### src/verilog/ems_cfg.svh
// Purpose: offsets, field positions, reset values and timing counts of the supervisor
// Assumes: included by bare name wherever a constant is needed
// Notes:   definitions only
`ifndef EMS_CFG_SVH
`define EMS_CFG_SVH

// ****************************************************************
// timing
// ****************************************************************
`define EMS_CLK_HZ        200000000
`define EMS_STEP_S        1
`define EMS_DLY_MAX_S     9'h12C
`define EMS_DLY_RST       9'h000

// ****************************************************************
// register offsets
// ****************************************************************
`define EMS_OFF_CHAN      4'h0
`define EMS_OFF_CTRL      4'h4
`define EMS_OFF_STAT      4'h5
`define EMS_OFF_FBSPD     4'h6
`define EMS_OFF_TIMER     4'h8

// ****************************************************************
// channel, timer and status word fields
// ****************************************************************
`define EMS_F_SEL_LSB     0
`define EMS_F_GATE_LSB    8
`define EMS_F_RESP_LSB    12
`define EMS_F_DLY_LSB     16
`define EMS_F_WAIT_BIT    31
`define EMS_ST_WARN_LSB   4
`define EMS_ST_ACT_LSB    8

// ****************************************************************
// input select codes and reset values
// ****************************************************************
`define EMS_SEL_NONE      6'h00
`define EMS_SEL_DIH_LO    6'h01
`define EMS_SEL_DIH_HI    6'h06
`define EMS_SEL_DIL_LO    6'h07
`define EMS_SEL_DIL_HI    6'h0C
`define EMS_SEL_CMD_LO    6'h10
`define EMS_GATE_RST      2'h0
`define EMS_RESP_RST      3'h1
`define EMS_STOPK_RST     3'h1
`define EMS_FBSPD_RST     16'h0000

`endif

### src/verilog/ems_pkg.sv
// Purpose: shared types of the external monitor supervisor
// Assumes: codes are the software-visible encodings
// Notes:   numbers live in ems_cfg.svh
package ems_pkg;

   typedef enum logic [1:0] {
      EMS_GATE_ALWAYS    = 2'h0,
      EMS_GATE_READY_RUN = 2'h1,
      EMS_GATE_RUN       = 2'h2
   } ems_gate_t;

   typedef enum logic [2:0] {
      EMS_RESP_IGNORE    = 3'h0,
      EMS_RESP_FREEWHEEL = 3'h1,
      EMS_RESP_PER_STOP  = 3'h2,
      EMS_RESP_FALLBACK  = 3'h3,
      EMS_RESP_HOLD      = 3'h4,
      EMS_RESP_RAMP      = 3'h5,
      EMS_RESP_FAST      = 3'h6,
      EMS_RESP_DCINJ     = 3'h7
   } ems_resp_t;

   typedef enum logic [1:0] {
      EMS_DRV_OTHER = 2'h0,
      EMS_DRV_READY = 2'h1,
      EMS_DRV_RUN   = 2'h2
   } ems_drv_t;

   typedef enum logic [2:0] {
      EMS_STOP_NONE      = 3'h0,
      EMS_STOP_RAMP      = 3'h1,
      EMS_STOP_FAST      = 3'h2,
      EMS_STOP_FREEWHEEL = 3'h3,
      EMS_STOP_DCINJ     = 3'h4
   } ems_stop_t;

   typedef enum logic [1:0] {
      EMS_CH_IDLE,
      EMS_CH_WAIT,
      EMS_CH_ACT
   } ems_chst_t;

endpackage

### src/verilog/ems_sync.sv
// Purpose: three-stage synchroniser for pin inputs
// Assumes: d_in is asynchronous to clk
// Notes:   output moves only when stages two and three agree
`timescale 1ns/1ps
module ems_sync import ems_pkg::*; #(
   parameter int W = 6
) (
   input  wire logic         clk,
   input  wire logic         rst_b,
   input  wire logic [W-1:0] d_in,
   output logic      [W-1:0] d_out
);
   logic [W-1:0] s1_q, s2_q, s3_q, out_q;
   logic [W-1:0] out_d;

   always_comb begin
      out_d = out_q;
      for (int i = 0; i < W; i++) begin
         if (s2_q[i] == s3_q[i]) begin
            out_d[i] = s3_q[i];
         end
      end
   end

   always_ff @(posedge clk or negedge rst_b) begin
      if (!rst_b) begin
         s1_q  <= '0;
         s2_q  <= '0;
         s3_q  <= '0;
         out_q <= '0;
      end else begin
         s1_q  <= d_in;
         s2_q  <= s1_q;
         s3_q  <= s2_q;
         out_q <= out_d;
      end
   end

   assign d_out = out_q;
endmodule // ems_sync

### src/verilog/ems_tick.sv
// Purpose: one-cycle enable pulse every COUNT clocks
// Assumes: COUNT at least 1
// Notes:   free running, not aligned to any channel event
`timescale 1ns/1ps
module ems_tick import ems_pkg::*; #(
   parameter int unsigned COUNT = 200000000
) (
   input  wire logic clk,
   input  wire logic rst_b,
   output logic      tick
);
   logic [31:0] cnt_d, cnt_q;
   logic        tick_d, tick_q;

   always_comb begin
      tick_d = (cnt_q == COUNT - 32'd1);
      cnt_d  = tick_d ? 32'h00000000 : cnt_q + 32'h00000001;
   end

   always_ff @(posedge clk or negedge rst_b) begin
      if (!rst_b) begin
         cnt_q  <= 32'h00000000;
         tick_q <= 1'b0;
      end else begin
         cnt_q  <= cnt_d;
         tick_q <= tick_d;
      end
   end

   assign tick = tick_q;
endmodule // ems_tick

### src/verilog/ems_top.sv
// Purpose: four-channel supervisor of external monitoring inputs of a motor drive
// Assumes: drive_state, run_cmd and cmd_bits come from logic on clk; din from pins
// Notes:   responses are requests to the drive; the drive carries them out
//
// Local design decisions: the register addresses and the plain strobed port.
`timescale 1ns/1ps
`include "ems_cfg.svh"
module ems_top import ems_pkg::*; #(
   parameter int unsigned SEC_CYCLES = `EMS_STEP_S * `EMS_CLK_HZ
) (
   input  wire logic        clk,
   input  wire logic        rst_b,
   input  wire logic [3:0]  reg_addr,
   input  wire logic [31:0] reg_wdata,
   input  wire logic        reg_wr,
   input  wire logic        reg_rd,
   output logic      [31:0] reg_rdata,
   input  wire logic [1:0]  drive_state,
   input  wire logic        run_cmd,
   input  wire logic [5:0]  din,
   input  wire logic [15:0] cmd_bits,
   output logic      [3:0]  channel_warning_flag,
   output logic      [3:0]  channel_error_flag,
   output logic             stop_req,
   output logic      [2:0]  stop_kind,
   output logic             fallback_req,
   output logic      [15:0] fallback_speed,
   output logic             hold_req
);

   // ****************************************************************
   // reset release and shared timing
   // ****************************************************************
   logic rst_s1_q, rst_sync_b;

   always_ff @(posedge clk or negedge rst_b) begin
      if (!rst_b) begin
         rst_s1_q   <= 1'b0;
         rst_sync_b <= 1'b0;
      end else begin
         rst_s1_q   <= 1'b1;
         rst_sync_b <= rst_s1_q;
      end
   end

   logic [5:0] din_s;
   logic       sec_tick;

   ems_sync #(
      .W     (6)
   ) u_din_sync (
      .clk   (clk),
      .rst_b (rst_sync_b),
      .d_in  (din),
      .d_out (din_s)
   );

   // delay has one second of phase uncertainty: the tick runs free
   ems_tick #(
      .COUNT (SEC_CYCLES)
   ) u_sec_tick (
      .clk   (clk),
      .rst_b (rst_sync_b),
      .tick  (sec_tick)
   );

   // ****************************************************************
   // global registers
   // ****************************************************************
   ems_stop_t   gstop_d, gstop_q;
   logic [15:0] fbspd_d, fbspd_q;
   logic        wr_ctrl, wr_stat, wr_fbspd;
   logic [2:0]  wr_stop_code;

   always_comb begin
      wr_ctrl      = reg_wr && (reg_addr == `EMS_OFF_CTRL);
      wr_stat      = reg_wr && (reg_addr == `EMS_OFF_STAT);
      wr_fbspd     = reg_wr && (reg_addr == `EMS_OFF_FBSPD);
      wr_stop_code = reg_wdata[2:0];
      gstop_d      = gstop_q;
      fbspd_d      = fbspd_q;
      if (wr_ctrl) begin
         // codes without a stop meaning fall back to ramp
         if (wr_stop_code == 3'(EMS_STOP_NONE) || wr_stop_code > 3'(EMS_STOP_DCINJ)) begin
            gstop_d = EMS_STOP_RAMP;
         end else begin
            gstop_d = ems_stop_t'(wr_stop_code);
         end
      end
      if (wr_fbspd) begin
         fbspd_d = reg_wdata[15:0];
      end
   end

   always_ff @(posedge clk or negedge rst_sync_b) begin
      if (!rst_sync_b) begin
         gstop_q <= ems_stop_t'(`EMS_STOPK_RST);
         fbspd_q <= `EMS_FBSPD_RST;
      end else begin
         gstop_q <= gstop_d;
         fbspd_q <= fbspd_d;
      end
   end

   // ****************************************************************
   // channels
   // ****************************************************************
   logic [3:0]  ch_err, ch_warn, ch_act, ch_wait, ch_asg, ch_fb, ch_hold;
   logic [2:0]  ch_kind [4];
   logic [31:0] ch_cfg_rd [4];
   logic [31:0] ch_tmr_rd [4];

   for (genvar i = 0; i < 4; i++) begin : g_ch
      logic [5:0] sel_d, sel_q, new_sel;
      ems_gate_t  gate_d, gate_q;
      ems_resp_t  resp_d, resp_q;
      logic [8:0] dly_d, dly_q, new_dly;
      logic [8:0] cnt_d, cnt_q;
      ems_chst_t  st_d, st_q;
      logic       err_d, err_q, warn_d, warn_q;
      logic       assigned, raw, gate_ok, cond, wr_hit, fire, stopping;

      // input selection and drive-state gating
      always_comb begin
         assigned = (sel_q != `EMS_SEL_NONE);
         raw      = 1'b0;
         if (sel_q >= `EMS_SEL_DIH_LO && sel_q <= `EMS_SEL_DIH_HI) begin
            raw = din_s[3'(sel_q - `EMS_SEL_DIH_LO)];
         end else if (sel_q >= `EMS_SEL_DIL_LO && sel_q <= `EMS_SEL_DIL_HI) begin
            raw = ~din_s[3'(sel_q - `EMS_SEL_DIL_LO)];
         end else if (sel_q >= `EMS_SEL_CMD_LO) begin
            raw = cmd_bits[4'(sel_q - `EMS_SEL_CMD_LO)];
         end
         case (gate_q)
            EMS_GATE_ALWAYS:    gate_ok = 1'b1;
            EMS_GATE_READY_RUN: gate_ok = (drive_state == EMS_DRV_READY) ||
                                          (drive_state == EMS_DRV_RUN);
            EMS_GATE_RUN:       gate_ok = (drive_state == EMS_DRV_RUN);
            default:            gate_ok = 1'b1;
         endcase
         cond = assigned && gate_ok && raw;
      end

      // configuration writes
      always_comb begin
         wr_hit  = reg_wr && (reg_addr == 4'(`EMS_OFF_CHAN + i));
         new_sel = reg_wdata[`EMS_F_SEL_LSB +: 6];
         new_dly = reg_wdata[`EMS_F_DLY_LSB +: 9];
         sel_d   = sel_q;
         gate_d  = gate_q;
         resp_d  = resp_q;
         dly_d   = dly_q;
         if (new_sel > `EMS_SEL_DIL_HI && new_sel < `EMS_SEL_CMD_LO) begin
            new_sel = `EMS_SEL_NONE;
         end
         if (new_dly > `EMS_DLY_MAX_S) begin
            new_dly = `EMS_DLY_MAX_S;
         end
         if (wr_hit) begin
            sel_d = new_sel;
            // settings only land when the same write selects an input
            if (new_sel != `EMS_SEL_NONE) begin
               gate_d = ems_gate_t'(reg_wdata[`EMS_F_GATE_LSB +: 2]);
               resp_d = ems_resp_t'(reg_wdata[`EMS_F_RESP_LSB +: 3]);
               dly_d  = new_dly;
            end
         end
      end

      // delay and response sequencing
      always_comb begin
         st_d  = st_q;
         cnt_d = cnt_q;
         case (st_q)
            EMS_CH_IDLE: begin
               cnt_d = 9'h000;
               if (cond) begin
                  st_d = (dly_q == 9'h000) ? EMS_CH_ACT : EMS_CH_WAIT;
               end
            end
            EMS_CH_WAIT: begin
               if (!cond) begin
                  st_d  = EMS_CH_IDLE;
                  cnt_d = 9'h000;
               end else if (sec_tick) begin
                  cnt_d = 9'(cnt_q + 9'h001);
                  if (9'(cnt_q + 9'h001) >= dly_q) begin
                     st_d = EMS_CH_ACT;
                  end
               end
            end
            EMS_CH_ACT: begin
               if (!cond) begin
                  st_d  = EMS_CH_IDLE;
                  cnt_d = 9'h000;
               end
            end
            default: begin
               st_d  = EMS_CH_IDLE;
               cnt_d = 9'h000;
            end
         endcase
         if (!assigned) begin
            st_d  = EMS_CH_IDLE;
            cnt_d = 9'h000;
         end
      end

      // flags and per-channel requests
      always_comb begin
         fire     = (st_d == EMS_CH_ACT) && (st_q != EMS_CH_ACT);
         stopping = (resp_q == EMS_RESP_FREEWHEEL) || (resp_q == EMS_RESP_RAMP) ||
                    (resp_q == EMS_RESP_FAST) || (resp_q == EMS_RESP_DCINJ);
         err_d    = err_q;
         if (wr_stat && reg_wdata[i]) begin
            err_d = 1'b0;
         end
         // set wins over a clear in the same cycle
         if (fire && stopping) begin
            err_d = 1'b1;
         end
         warn_d = (st_d == EMS_CH_ACT) && (resp_q == EMS_RESP_IGNORE);
      end

      always_ff @(posedge clk or negedge rst_sync_b) begin
         if (!rst_sync_b) begin
            sel_q  <= `EMS_SEL_NONE;
            gate_q <= ems_gate_t'(`EMS_GATE_RST);
            resp_q <= ems_resp_t'(`EMS_RESP_RST);
            dly_q  <= `EMS_DLY_RST;
            cnt_q  <= 9'h000;
            st_q   <= EMS_CH_IDLE;
            err_q  <= 1'b0;
            warn_q <= 1'b0;
         end else begin
            sel_q  <= sel_d;
            gate_q <= gate_d;
            resp_q <= resp_d;
            dly_q  <= dly_d;
            cnt_q  <= cnt_d;
            st_q   <= st_d;
            err_q  <= err_d;
            warn_q <= warn_d;
         end
      end

      // stop kind wanted by this channel; error stops hold until cleared
      always_comb begin
         ch_kind[i] = EMS_STOP_NONE;
         if (err_q) begin
            case (resp_q)
               EMS_RESP_FREEWHEEL: ch_kind[i] = EMS_STOP_FREEWHEEL;
               EMS_RESP_RAMP:      ch_kind[i] = EMS_STOP_RAMP;
               EMS_RESP_FAST:      ch_kind[i] = EMS_STOP_FAST;
               EMS_RESP_DCINJ:     ch_kind[i] = EMS_STOP_DCINJ;
               default:            ch_kind[i] = EMS_STOP_NONE;
            endcase
         end else if (st_q == EMS_CH_ACT && resp_q == EMS_RESP_PER_STOP) begin
            ch_kind[i] = gstop_q;
         end
      end

      assign ch_err[i]  = err_q;
      assign ch_warn[i] = warn_q;
      assign ch_act[i]  = (st_q == EMS_CH_ACT);
      assign ch_wait[i] = (st_q == EMS_CH_WAIT);
      assign ch_asg[i]  = assigned;
      assign ch_fb[i]   = (st_q == EMS_CH_ACT) && (resp_q == EMS_RESP_FALLBACK) &&
                          cond && run_cmd;
      assign ch_hold[i] = (st_q == EMS_CH_ACT) && (resp_q == EMS_RESP_HOLD) &&
                          cond && run_cmd;
      // hidden fields read as zero while unassigned
      assign ch_cfg_rd[i] = assigned ?
                            ((32'(dly_q) << `EMS_F_DLY_LSB) |
                             (32'(resp_q) << `EMS_F_RESP_LSB) |
                             (32'(gate_q) << `EMS_F_GATE_LSB) |
                             (32'(sel_q) << `EMS_F_SEL_LSB)) : 32'h00000000;
      assign ch_tmr_rd[i] = (32'(ch_wait[i]) << `EMS_F_WAIT_BIT) | 32'(cnt_q);
   end

   // ****************************************************************
   // response merge and outputs
   // ****************************************************************
   // stop severity: freewheel over injection over fast over ramp
   function automatic logic [2:0] stop_rank(input logic [2:0] k);
      case (ems_stop_t'(k))
         EMS_STOP_FREEWHEEL: stop_rank = 3'h4;
         EMS_STOP_DCINJ:     stop_rank = 3'h3;
         EMS_STOP_FAST:      stop_rank = 3'h2;
         EMS_STOP_RAMP:      stop_rank = 3'h1;
         default:            stop_rank = 3'h0;
      endcase
   endfunction

   logic [2:0]  kind_d, kind_q;
   logic        stop_d, stop_q, fb_d, fb_q, hold_d, hold_q;

   always_comb begin
      kind_d = EMS_STOP_NONE;
      for (int k = 0; k < 4; k++) begin
         if (stop_rank(ch_kind[k]) > stop_rank(kind_d)) begin
            kind_d = ch_kind[k];
         end
      end
      stop_d = (kind_d != 3'(EMS_STOP_NONE));
      // a stop overrides any speed-keeping response
      fb_d   = (|ch_fb) && !stop_d;
      hold_d = (|ch_hold) && !stop_d && !fb_d;
   end

   always_ff @(posedge clk or negedge rst_sync_b) begin
      if (!rst_sync_b) begin
         kind_q <= EMS_STOP_NONE;
         stop_q <= 1'b0;
         fb_q   <= 1'b0;
         hold_q <= 1'b0;
      end else begin
         kind_q <= kind_d;
         stop_q <= stop_d;
         fb_q   <= fb_d;
         hold_q <= hold_d;
      end
   end

   // ****************************************************************
   // read port
   // ****************************************************************
   logic [31:0] rdata_d, rdata_q;

   always_comb begin
      rdata_d = 32'h00000000;
      if (reg_rd) begin
         case (reg_addr)
            4'h0, 4'h1, 4'h2, 4'h3: rdata_d = ch_cfg_rd[2'(reg_addr - `EMS_OFF_CHAN)];
            `EMS_OFF_CTRL:          rdata_d = 32'(gstop_q);
            `EMS_OFF_STAT:          rdata_d = 32'(ch_err) |
                                              (32'(ch_warn) << `EMS_ST_WARN_LSB) |
                                              (32'(ch_act) << `EMS_ST_ACT_LSB) |
                                              (32'(ch_asg) << 12);
            `EMS_OFF_FBSPD:         rdata_d = 32'(fbspd_q);
            4'h8, 4'h9, 4'hA, 4'hB: rdata_d = ch_tmr_rd[2'(reg_addr - `EMS_OFF_TIMER)];
            default:                rdata_d = 32'h00000000;
         endcase
      end
   end

   always_ff @(posedge clk or negedge rst_sync_b) begin
      if (!rst_sync_b) begin
         rdata_q <= 32'h00000000;
      end else begin
         rdata_q <= rdata_d;
      end
   end

   assign reg_rdata            = rdata_q;
   assign channel_warning_flag = ch_warn;
   assign channel_error_flag   = ch_err;
   assign stop_req             = stop_q;
   assign stop_kind            = kind_q;
   assign fallback_req         = fb_q;
   assign fallback_speed       = fbspd_q;
   assign hold_req             = hold_q;

endmodule // ems_top
### config.mk
export PLATFORM = sky130hd
export DESIGN_NAME = ems_top
export DESIGN_NICKNAME = d
export VERILOG_FILES = /design/src/verilog/ems_pkg.sv /design/src/verilog/ems_sync.sv /design/src/verilog/ems_tick.sv /design/src/verilog/ems_top.sv
export VERILOG_INCLUDE_DIRS = /design/src /design/src/verilog
export SDC_FILE = /design/constraint.sdc
export NUM_CORES = 1
export LEC_CHECK = 0
export BUFFER_PORTS_ARGS = -buffer_cell sky130_fd_sc_hd__buf_2
export CAP_MARGIN = 40
export CORE_MARGIN = 5
export CORE_UTILIZATION = 40
export CTS_BUF_LIST = sky130_fd_sc_hd__clkbuf_4 sky130_fd_sc_hd__clkbuf_8
export CTS_CLUSTER_DIAMETER = 100
export DETAILED_ROUTE_END_ITERATION = 10
export SLEW_MARGIN = 20
export SYNTH_ARGS = -nofsm -noshare
export SYNTH_HDL_FRONTEND = slang
export SYNTH_SLANG_ARGS = --single-unit
### constraint.sdc
create_clock -name clk -period 17.1 [get_ports clk]
set_input_delay 1.71 -clock clk [delete_from_list [all_inputs] [get_ports clk]]
set_output_delay 1.71 -clock clk [all_outputs]
set_load 0.005 [all_outputs]
**After elaboration in Yosys (flattened, before gate mapping)**

Cells that the tools add are included.

- Bits in registers: 248
- Bits in latches: 0
- Memory bits (writable): 0
- ROM bits: 0
- Logic and storage cells: 510
- Memories kept: 0

- $add $sub $neg: 18
- Multiply operators: 0
- Divide/modulo/power cells: 0
- Magnitude comparators: 46
- Equal/unequal tests: 107
- Shift operators: 0
- Muxes and demuxes: 139
- Bitwise logic cells: 25
- Reductions and logical operators: 123

Operators by type and width:

| operator | number |
|---|---|
| $mux W32 | 6 |
| $pmux W32 S5 | 1 |
| $mux W9 | 17 |
| $pmux W3 S4 | 11 |
| $bmux W32 S2 | 2 |
| $or A32 B9 Y32 | 4 |
| $mux W25 | 4 |
| $or A25 B10 Y25 | 4 |
| $or A25 B15 Y25 | 4 |
| $or A25 B6 Y25 | 4 |
| $pmux W9 S2 | 4 |
| $logic_and A1 B1 Y1 | 71 |
| $eq A3 B3 Y1 const B | 23 |
| $eq A3 B2 Y1 const B | 22 |
| $mux W2 | 28 |
| $mux W3 | 13 |
| $add A9 B1 Y9 const B | 4 |
| $ge A9 B9 Y1 | 4 |
| $logic_not A9 Y1 | 4 |
| $eq A3 B1 Y1 const B | 11 |
| $add A32 B1 Y32 const B | 1 |
| $eq A32 B28 Y1 const B | 1 |
| $lt A3 B4 Y1 const B | 8 |
| $mux W1 | 32 |
| 47 further kinds | 175 |

**Longest topological paths before layout**

- Depth after elaboration: 25
- Mapped depth: 29
- Gate-level depth less buffers: 29

**Cells and area by module**

A second synthesis with hierarchy kept.

- Cell total of the unflattened synthesis: 1523
- Area total of the unflattened synthesis: 14861.8 um^2

By module, submodules not included:

| module | instances | cells an instance | area each (um^2) | seq. area each (um^2) |
|---|---|---|---|---|
| ems_top | 1 | 1318 | 12470.7 | 4635.7 |
| ems_tick | 1 | 175 | 1722.9 | 825.8 |
| ems_sync | 1 | 30 | 668.1 | 600.6 |

**Least setup slack after synthesis**

OpenSTA, ideal clock, no wires.

- Path kind: register -> register
- From: reg g_ch[0].resp_q[0]
- To: reg fb_q, in the netlist fallback_req
- Setup time: 0.120 ns
- Arrival time: 5.782 ns
- Path slack: 11.199 ns
- Cell stages (with the launch flop): 24
- Buffers on the path: 1
- Clock period less this slack: 5.901 ns
- Cell sequence: dfstp_2 > clkbuf_1 > and3b_1 > a41oi_1 > o32ai_1 > xnor2_1 > nand2_1 > ha_1 > nor2b_1 > o21ai_0 > a32oi_1 > o21ai_0 > or3b_2 > ha_1 > o21ai_0 > a32oi_1 > mux2i_1 > or3b_2 > ha_1 > a21oi_1 > a31oi_1 > nor2b_1 > a31oi_1 > and3b_1

- Word-level cells in the longest chain between the ends: 23

RTL lines:

| what | RTL line | source |
|---|---|---|
| from (decl) | ems_top.sv:116 | `ems_resp_t resp_d, resp_q;` |
| from (signal assigned) | ems_top.sv:229 | `` resp_q <= ems_resp_t'(`EMS_RESP_RST); `` |
| from (signal assigned) | ems_top.sv:238 | `resp_q <= resp_d;` |
| parallel branches: the longest is 3 deep, another holds $pmux W3 S4 | n/a |  |
| $mux W3 * | ems_top.sv:250 | `if (err_q) begin` |
| $eq A3 B1 Y1 (tied with other cells) | ems_top.sv:286 | `case (ems_stop_t'(k))` |
| $pmux W3 S4 | ems_top.sv:286 |  |
| $gt A3 B1 Y1 | ems_top.sv:301 | `if (stop_rank(ch_kind[k]) > stop_rank(kind_d)) begin` |
| $mux W3 * | ems_top.sv:301 |  |
| $eq A3 B1 Y1 (tied with other cells) | ems_top.sv:286 |  |
| $pmux W3 S4 | ems_top.sv:286 |  |
| [... 7 more ...] | n/a |  |
| $pmux W3 S4 | ems_top.sv:286 |  |
| $gt A3 B3 Y1 | ems_top.sv:301 |  |
| $mux W3 * | ems_top.sv:301 |  |
| $reduce_bool A3 Y1 * | ems_top.sv:305 | `stop_d = (kind_d != 3'(EMS_STOP_NONE));` |
| net stop_d | ems_top.sv:296 | `logic stop_d, stop_q, fb_d, fb_q, hold_d, hold_q;` |
| $logic_not A1 Y1 * | ems_top.sv:307 | `fb_d = (\|ch_fb) && !stop_d;` |
| $logic_and A1 B1 Y1 * | ems_top.sv:307 |  |
| net fb_d | ems_top.sv:296 |  |
| to (signal assigned) | ems_top.sv:315 | `fb_q <= 1'b0;` |
| to (signal assigned) | ems_top.sv:320 | `fb_q <= fb_d;` |
| to (decl) | ems_top.sv:296 |  |

Mark *: on every way through the listed nets, which the timed path passes.
A chain may end at the register's enable or synchronous reset.

**Worst setup path after layout**

- From: reg g_ch[1].st_q[0]
- To: reg fb_q, in the netlist fallback_req

- Word-level cells in the longest chain between the ends: 19

RTL lines:

| what | RTL line | source |
|---|---|---|
| from (decl) | ems_top.sv:119 | `ems_chst_t st_d, st_q;` |
| from (signal assigned) | ems_top.sv:241 | `st_q <= st_d;` |
| $eq A2 B2 Y1 * | ems_top.sv:258 | `end else if (st_q == EMS_CH_ACT && resp_q == EMS_RESP_PER_STOP) begin` |
| $logic_and A1 B1 Y1 * | ems_top.sv:258 |  |
| $mux W3 * | ems_top.sv:258 |  |
| $mux W3 * | ems_top.sv:250 |  |
| $eq A3 B1 Y1 (tied with other cells) | ems_top.sv:286 |  |
| $pmux W3 S4 | ems_top.sv:286 |  |
| $gt A3 B3 Y1 | ems_top.sv:301 |  |
| $mux W3 * | ems_top.sv:301 |  |
| [... 5 more ...] | n/a |  |
| $pmux W3 S4 | ems_top.sv:286 |  |
| $gt A3 B3 Y1 | ems_top.sv:301 |  |
| $mux W3 * | ems_top.sv:301 |  |
| $reduce_bool A3 Y1 * | ems_top.sv:305 |  |
| net stop_d | ems_top.sv:296 |  |
| $logic_not A1 Y1 * | ems_top.sv:307 |  |
| $logic_and A1 B1 Y1 * | ems_top.sv:307 |  |
| net fb_d | ems_top.sv:296 |  |

Mark *: on every way through the listed nets, which the timed path passes. The rest lies on a longest branch.

==> summary.md <==
| Metric | Value |
|---|---|
| Status | finished, final reports clean |
| Post-cts sizing count | 0 |
| Die Span Y | 200 um |
| Rel. slew slack | between 40% and 50% |
| Drt first pass iters | 7 |
| N_diodes | 0 |
| Startpoint types | register |
| Initial antenna violation count | 0 |
| Switch share | 35.7% |
| Nets@finish | approximately 1700 |
| IO Count | between 100 and 150 |
| Max rail drop VDD | 0.0492 mV |
| Worst Setup End Kind | register |
| Crit-path max FO | 7 |
| Port-buffer cells | about 110 |
| Most frequent cells in the layout | 236 x dfrtp_1, 123 x nand2_1, 115 x nor2_1 |
| Post-CTS setup buffers | 0 |
| 1st-iter DRT viols | around 1200 |
| Fmax | 0.144 GHz |
| Mapped Cells | roughly 1500 |
| Max Cap Viol | 0 |
| Total power | 0.00189 W |
| CTS Buf Count | 43 |
| Final antenna-violating net count | 0 |
| Setup tns final | 0 ps |
| Flop2flop setup slack | about 10000 ps |
| Syn avg cell area | between 9 and 10 um2 |
| Kind of critical path | register to register |
| First-pass GRT wire length | slightly below 70 mm |
| Hold Crit Class | register to asynchronous set/reset pin |
| Die area | ~40000 um2 |
| Tcrit/Tclk final | between 40 and 50% |
| Most common flop cell mapped by yosys | dfrtp_1 |
| Clock Skew | 34.7 ps |
| P per Cell Area | roughly 120 nW/um2 |
| GRT Util Overall | approximately a fifth |
| Unrepaired setup endpoints after global routing | no |
| Switching pwr | roughly 0.00068 W |
| FFs w/ async S/R, synth | between 90% and 100% |
| Yosys warnings | 0 |
| Layout cell share with drive strength beyond 1 | 19.8% |
| Int Pwr | between 0.001 and 0.0015 W |
| Core area | roughly 36000 um2 |
| Worst EP arrival | approximately 7400 ps |
| Clk Latency, worst-skew pair | about 580 ps |
| Critical path required time | ~18000 ps |
| Initial Util | between 40% and 50% |
| Post-synth EDFFs | 0 |
| Seq/Total Area, Yosys | roughly two fifths |
| Worst R2R Path Depth | 24 |
| Worst Setup Slack, final | 10150 ps |
| CTS Root Cell | clkbuf_8 |
| Cts hold-fix bufs | 0 |
| Number of global-route vias before repair | around 12000 |
| Synth cell types | between 80 and 90 |
| Pins Over Slew Limit | 0 |
| Vias per std cell | between 5 and 6 |
| Area leader, netlist | dfrtp_1 |
| Total number of vias | approximately 12000 |
| LEAKAGE | roughly 7.3 nW |
| Tightest Pin Transition | between 800 and 900 ps |
| Per-cell routed wire length | roughly 21 um |
| Routability cong. | 0.930 |
| Gr ovfl total | 0 |
| Most common cell after layout, fill and taps aside | dfrtp_1 |
| Post-detail-place hpwl | approximately 32 mm |
| Comb pwr share | between 20% and 30% |
| # setup viols final | 0 |
| Clock power frac | 30.2% |
| Area Growth Syn to Fin | 13.0% |
| FF+latch count, synth | about 240 |
| Top post-synthesis cells by area | dfrtp_1 41%, ha_1 6.6%, mux4_2 5.8% |
| H-Tree Level Count | 2 |
| Pre-CTS setup slack | 10260 ps |
| Top-area cell type share of the netlist area | approximately 41% |
| Largest net degree at the start of global routing | 58 |
| Final hold vios | 0 |
| CTS tree | yes |
| # rows | 69 |
| Clock slew at reported path FFs | roughly 70 ps |
| Post-Syn Area | ~14000 um2 |
| Worst r2r src | g_ch[1].st_q[0]$_DFF_PN0_ |
| DIE WIDTH | 200 um |
| Clock buffer depth | 3 |
| Drt total wl | around 43 mm |
| DRC violations left | 0 |
| Sequential Power Share | between 40% and 50% |
| Minimum clock period | between 6000 and 7000 ps |
| # clock sinks | about 240 |
| Worst reg2reg path endpoint | fallback_req$_DFF_PN0_ |
-- sequential cells by signal, indices dropped and copies added (netlist names), 8 cells and up --
name and flops:
g_ch.dly_q 36, g_ch.sel_q 24, u_sec_tick.cnt_q 32, g_ch.st_q 8
g_ch.gate_q 8, g_ch.resp_q 12, g_ch.cnt_q 36, fallback_speed 16
reg_rdata 26
-- power groups by stage --
stage | sequential, W | combinational [W] | clock [W]
4_1_cts | 0.000782 | 0.000537 | 0.000586
3_5_place_dp | 0.000792 | 0.000534 | 0
6_report | 0.000784 | 0.000539 | 0.000571
5_1_grt | 0.000797 | 0.000597 | 0.000613
2_1_floorplan | 0.000722 | 0.000425 | 0
3_3_place_gp | 0.000787 | 0.000522 | 0
-- synthesized netlist by cell type, types with 5 or more instances --
| library cell | number |
|---|---|
| buf_2 | 6 |
| or3_1 | 5 |
| nor2_1 | 116 |
| nor3_1 | 21 |
| nand2b_1 | 21 |
| a222oi_1 | 8 |
| inv_1 | 68 |
| nor4b_1 | 5 |
| o21ai_0 | 94 |
| a21o_1 | 12 |
| nand3b_1 | 5 |
| and2_1 | 14 |
| nand3_1 | 55 |
| nor2b_1 | 33 |
| nand4_1 | 13 |
| maj3_1 | 6 |
| a221oi_1 | 16 |
| o22ai_1 | 5 |
| a31oi_1 | 16 |
| dfrtp_1 | 237 |
| nor4_1 | 9 |
| and3_1 | 9 |
| a211oi_1 | 15 |
| dfstp_2 | 5 |
| nor3b_1 | 6 |
| a22oi_1 | 23 |
| nand2_1 | 123 |
| xor2_1 | 30 |
| a32o_1 | 7 |
| a21oi_1 | 57 |
| clkbuf_1 | 61 |
| mux4_2 | 37 |
| o211ai_1 | 5 |
| mux2_2 | 46 |
| mux2i_1 | 22 |
| xnor2_1 | 43 |
| ha_1 | 76 |
| a22o_1 | 19 |
| buf_4 | 15 |
-- per-layer routing --
layer  global-route usage (%)  share of wire, %  up-vias
met1                     29.6                44     5744
li1                         -                 -     5453
met3                     3.67               6.8       86
met2                     34.1                46      439
met4                     6.47               3.0        0
met5                        0                 0        -
-- cell families after synthesis --
kind of cell,Yosys count,share of synthesized area (%)
multiplexers,105,10.9
AO/OA/AOI/OAI,332,15.4
AND/OR/NAND/NOR,460,15.7
flip-flops,242,41.9
other,2,0.0520
buffers and inverters,157,4.58
adder cells (fa/ha/maj),82,6.99
XOR/XNOR,73,4.42
-- worst max-delay path, cell delays in order (launching register included) --
cell	delay, ps
dfrtp_1	460
nor4b_1	630
a31oi_1	160
o21ai_0	440
xor2_1	180
nor2_1	60
ha_1	300
nor2b_1	140
o21ai_0	140
a32oi_1	150
o31ai_1	590
xor2_1	200
nand2_1	70
ha_1	310
nor2b_1	120
o21ai_0	80
a32oi_1	360
mux2i_1	490
or3b_2	490
ha_1	310
a21oi_1	60
a31oi_1	400
nor2b_1	120
a31oi_1	350
and3b_1	220
-- how the worst max path moves through the flow --
| stage | startpoint | end | depth (start not counted) |
|---|---|---|---|
| floorplan | rst_sync_b$_DFF_PN0_ | fallback_req$_DFF_PN0_ | 0 |
| global placement | g_ch[1].st_q[0]$_DFF_PN0_ | fallback_req$_DFF_PN0_ | 24 |
| detailed placement | g_ch[1].st_q[0]$_DFF_PN0_ | fallback_req$_DFF_PN0_ | 24 |
| CTS | g_ch[1].st_q[0]$_DFF_PN0_ | fallback_req$_DFF_PN0_ | 24 |
| global route | g_ch[1].st_q[0]$_DFF_PN0_ | fallback_req$_DFF_PN0_ | 25 |
| finish | g_ch[1].st_q[0]$_DFF_PN0_ | fallback_req$_DFF_PN0_ | 24 |
-- area by class of cell --
cell class / count / area [um2]
Fill cell: 3371 / 19300
Multi-Input combinational cell: 1059 / 7770
Sequential cell: 242 / 6070
Clock buffer: 67 / 841
Timing Repair Buffer: 133 / 763
Tap cell: 461 / 577
Inverter: 69 / 259
Clock inverter: 7 / 62.6
-- per-stage QoR --
step	area (um2)	util [%]	instances	hold slack (ps)
2_1_floorplan	14500	-	1458	331
3_3_place_gp	15400	43.1	1960	335
3_5_place_dp	15400	43.3	1964	336
4_1_cts	16300	45.8	2038	355
5_1_grt	16300	45.8	2038	350
6_report	16300	45.8	2038	332
Note: power is estimated with default switching activity, not from simulation.
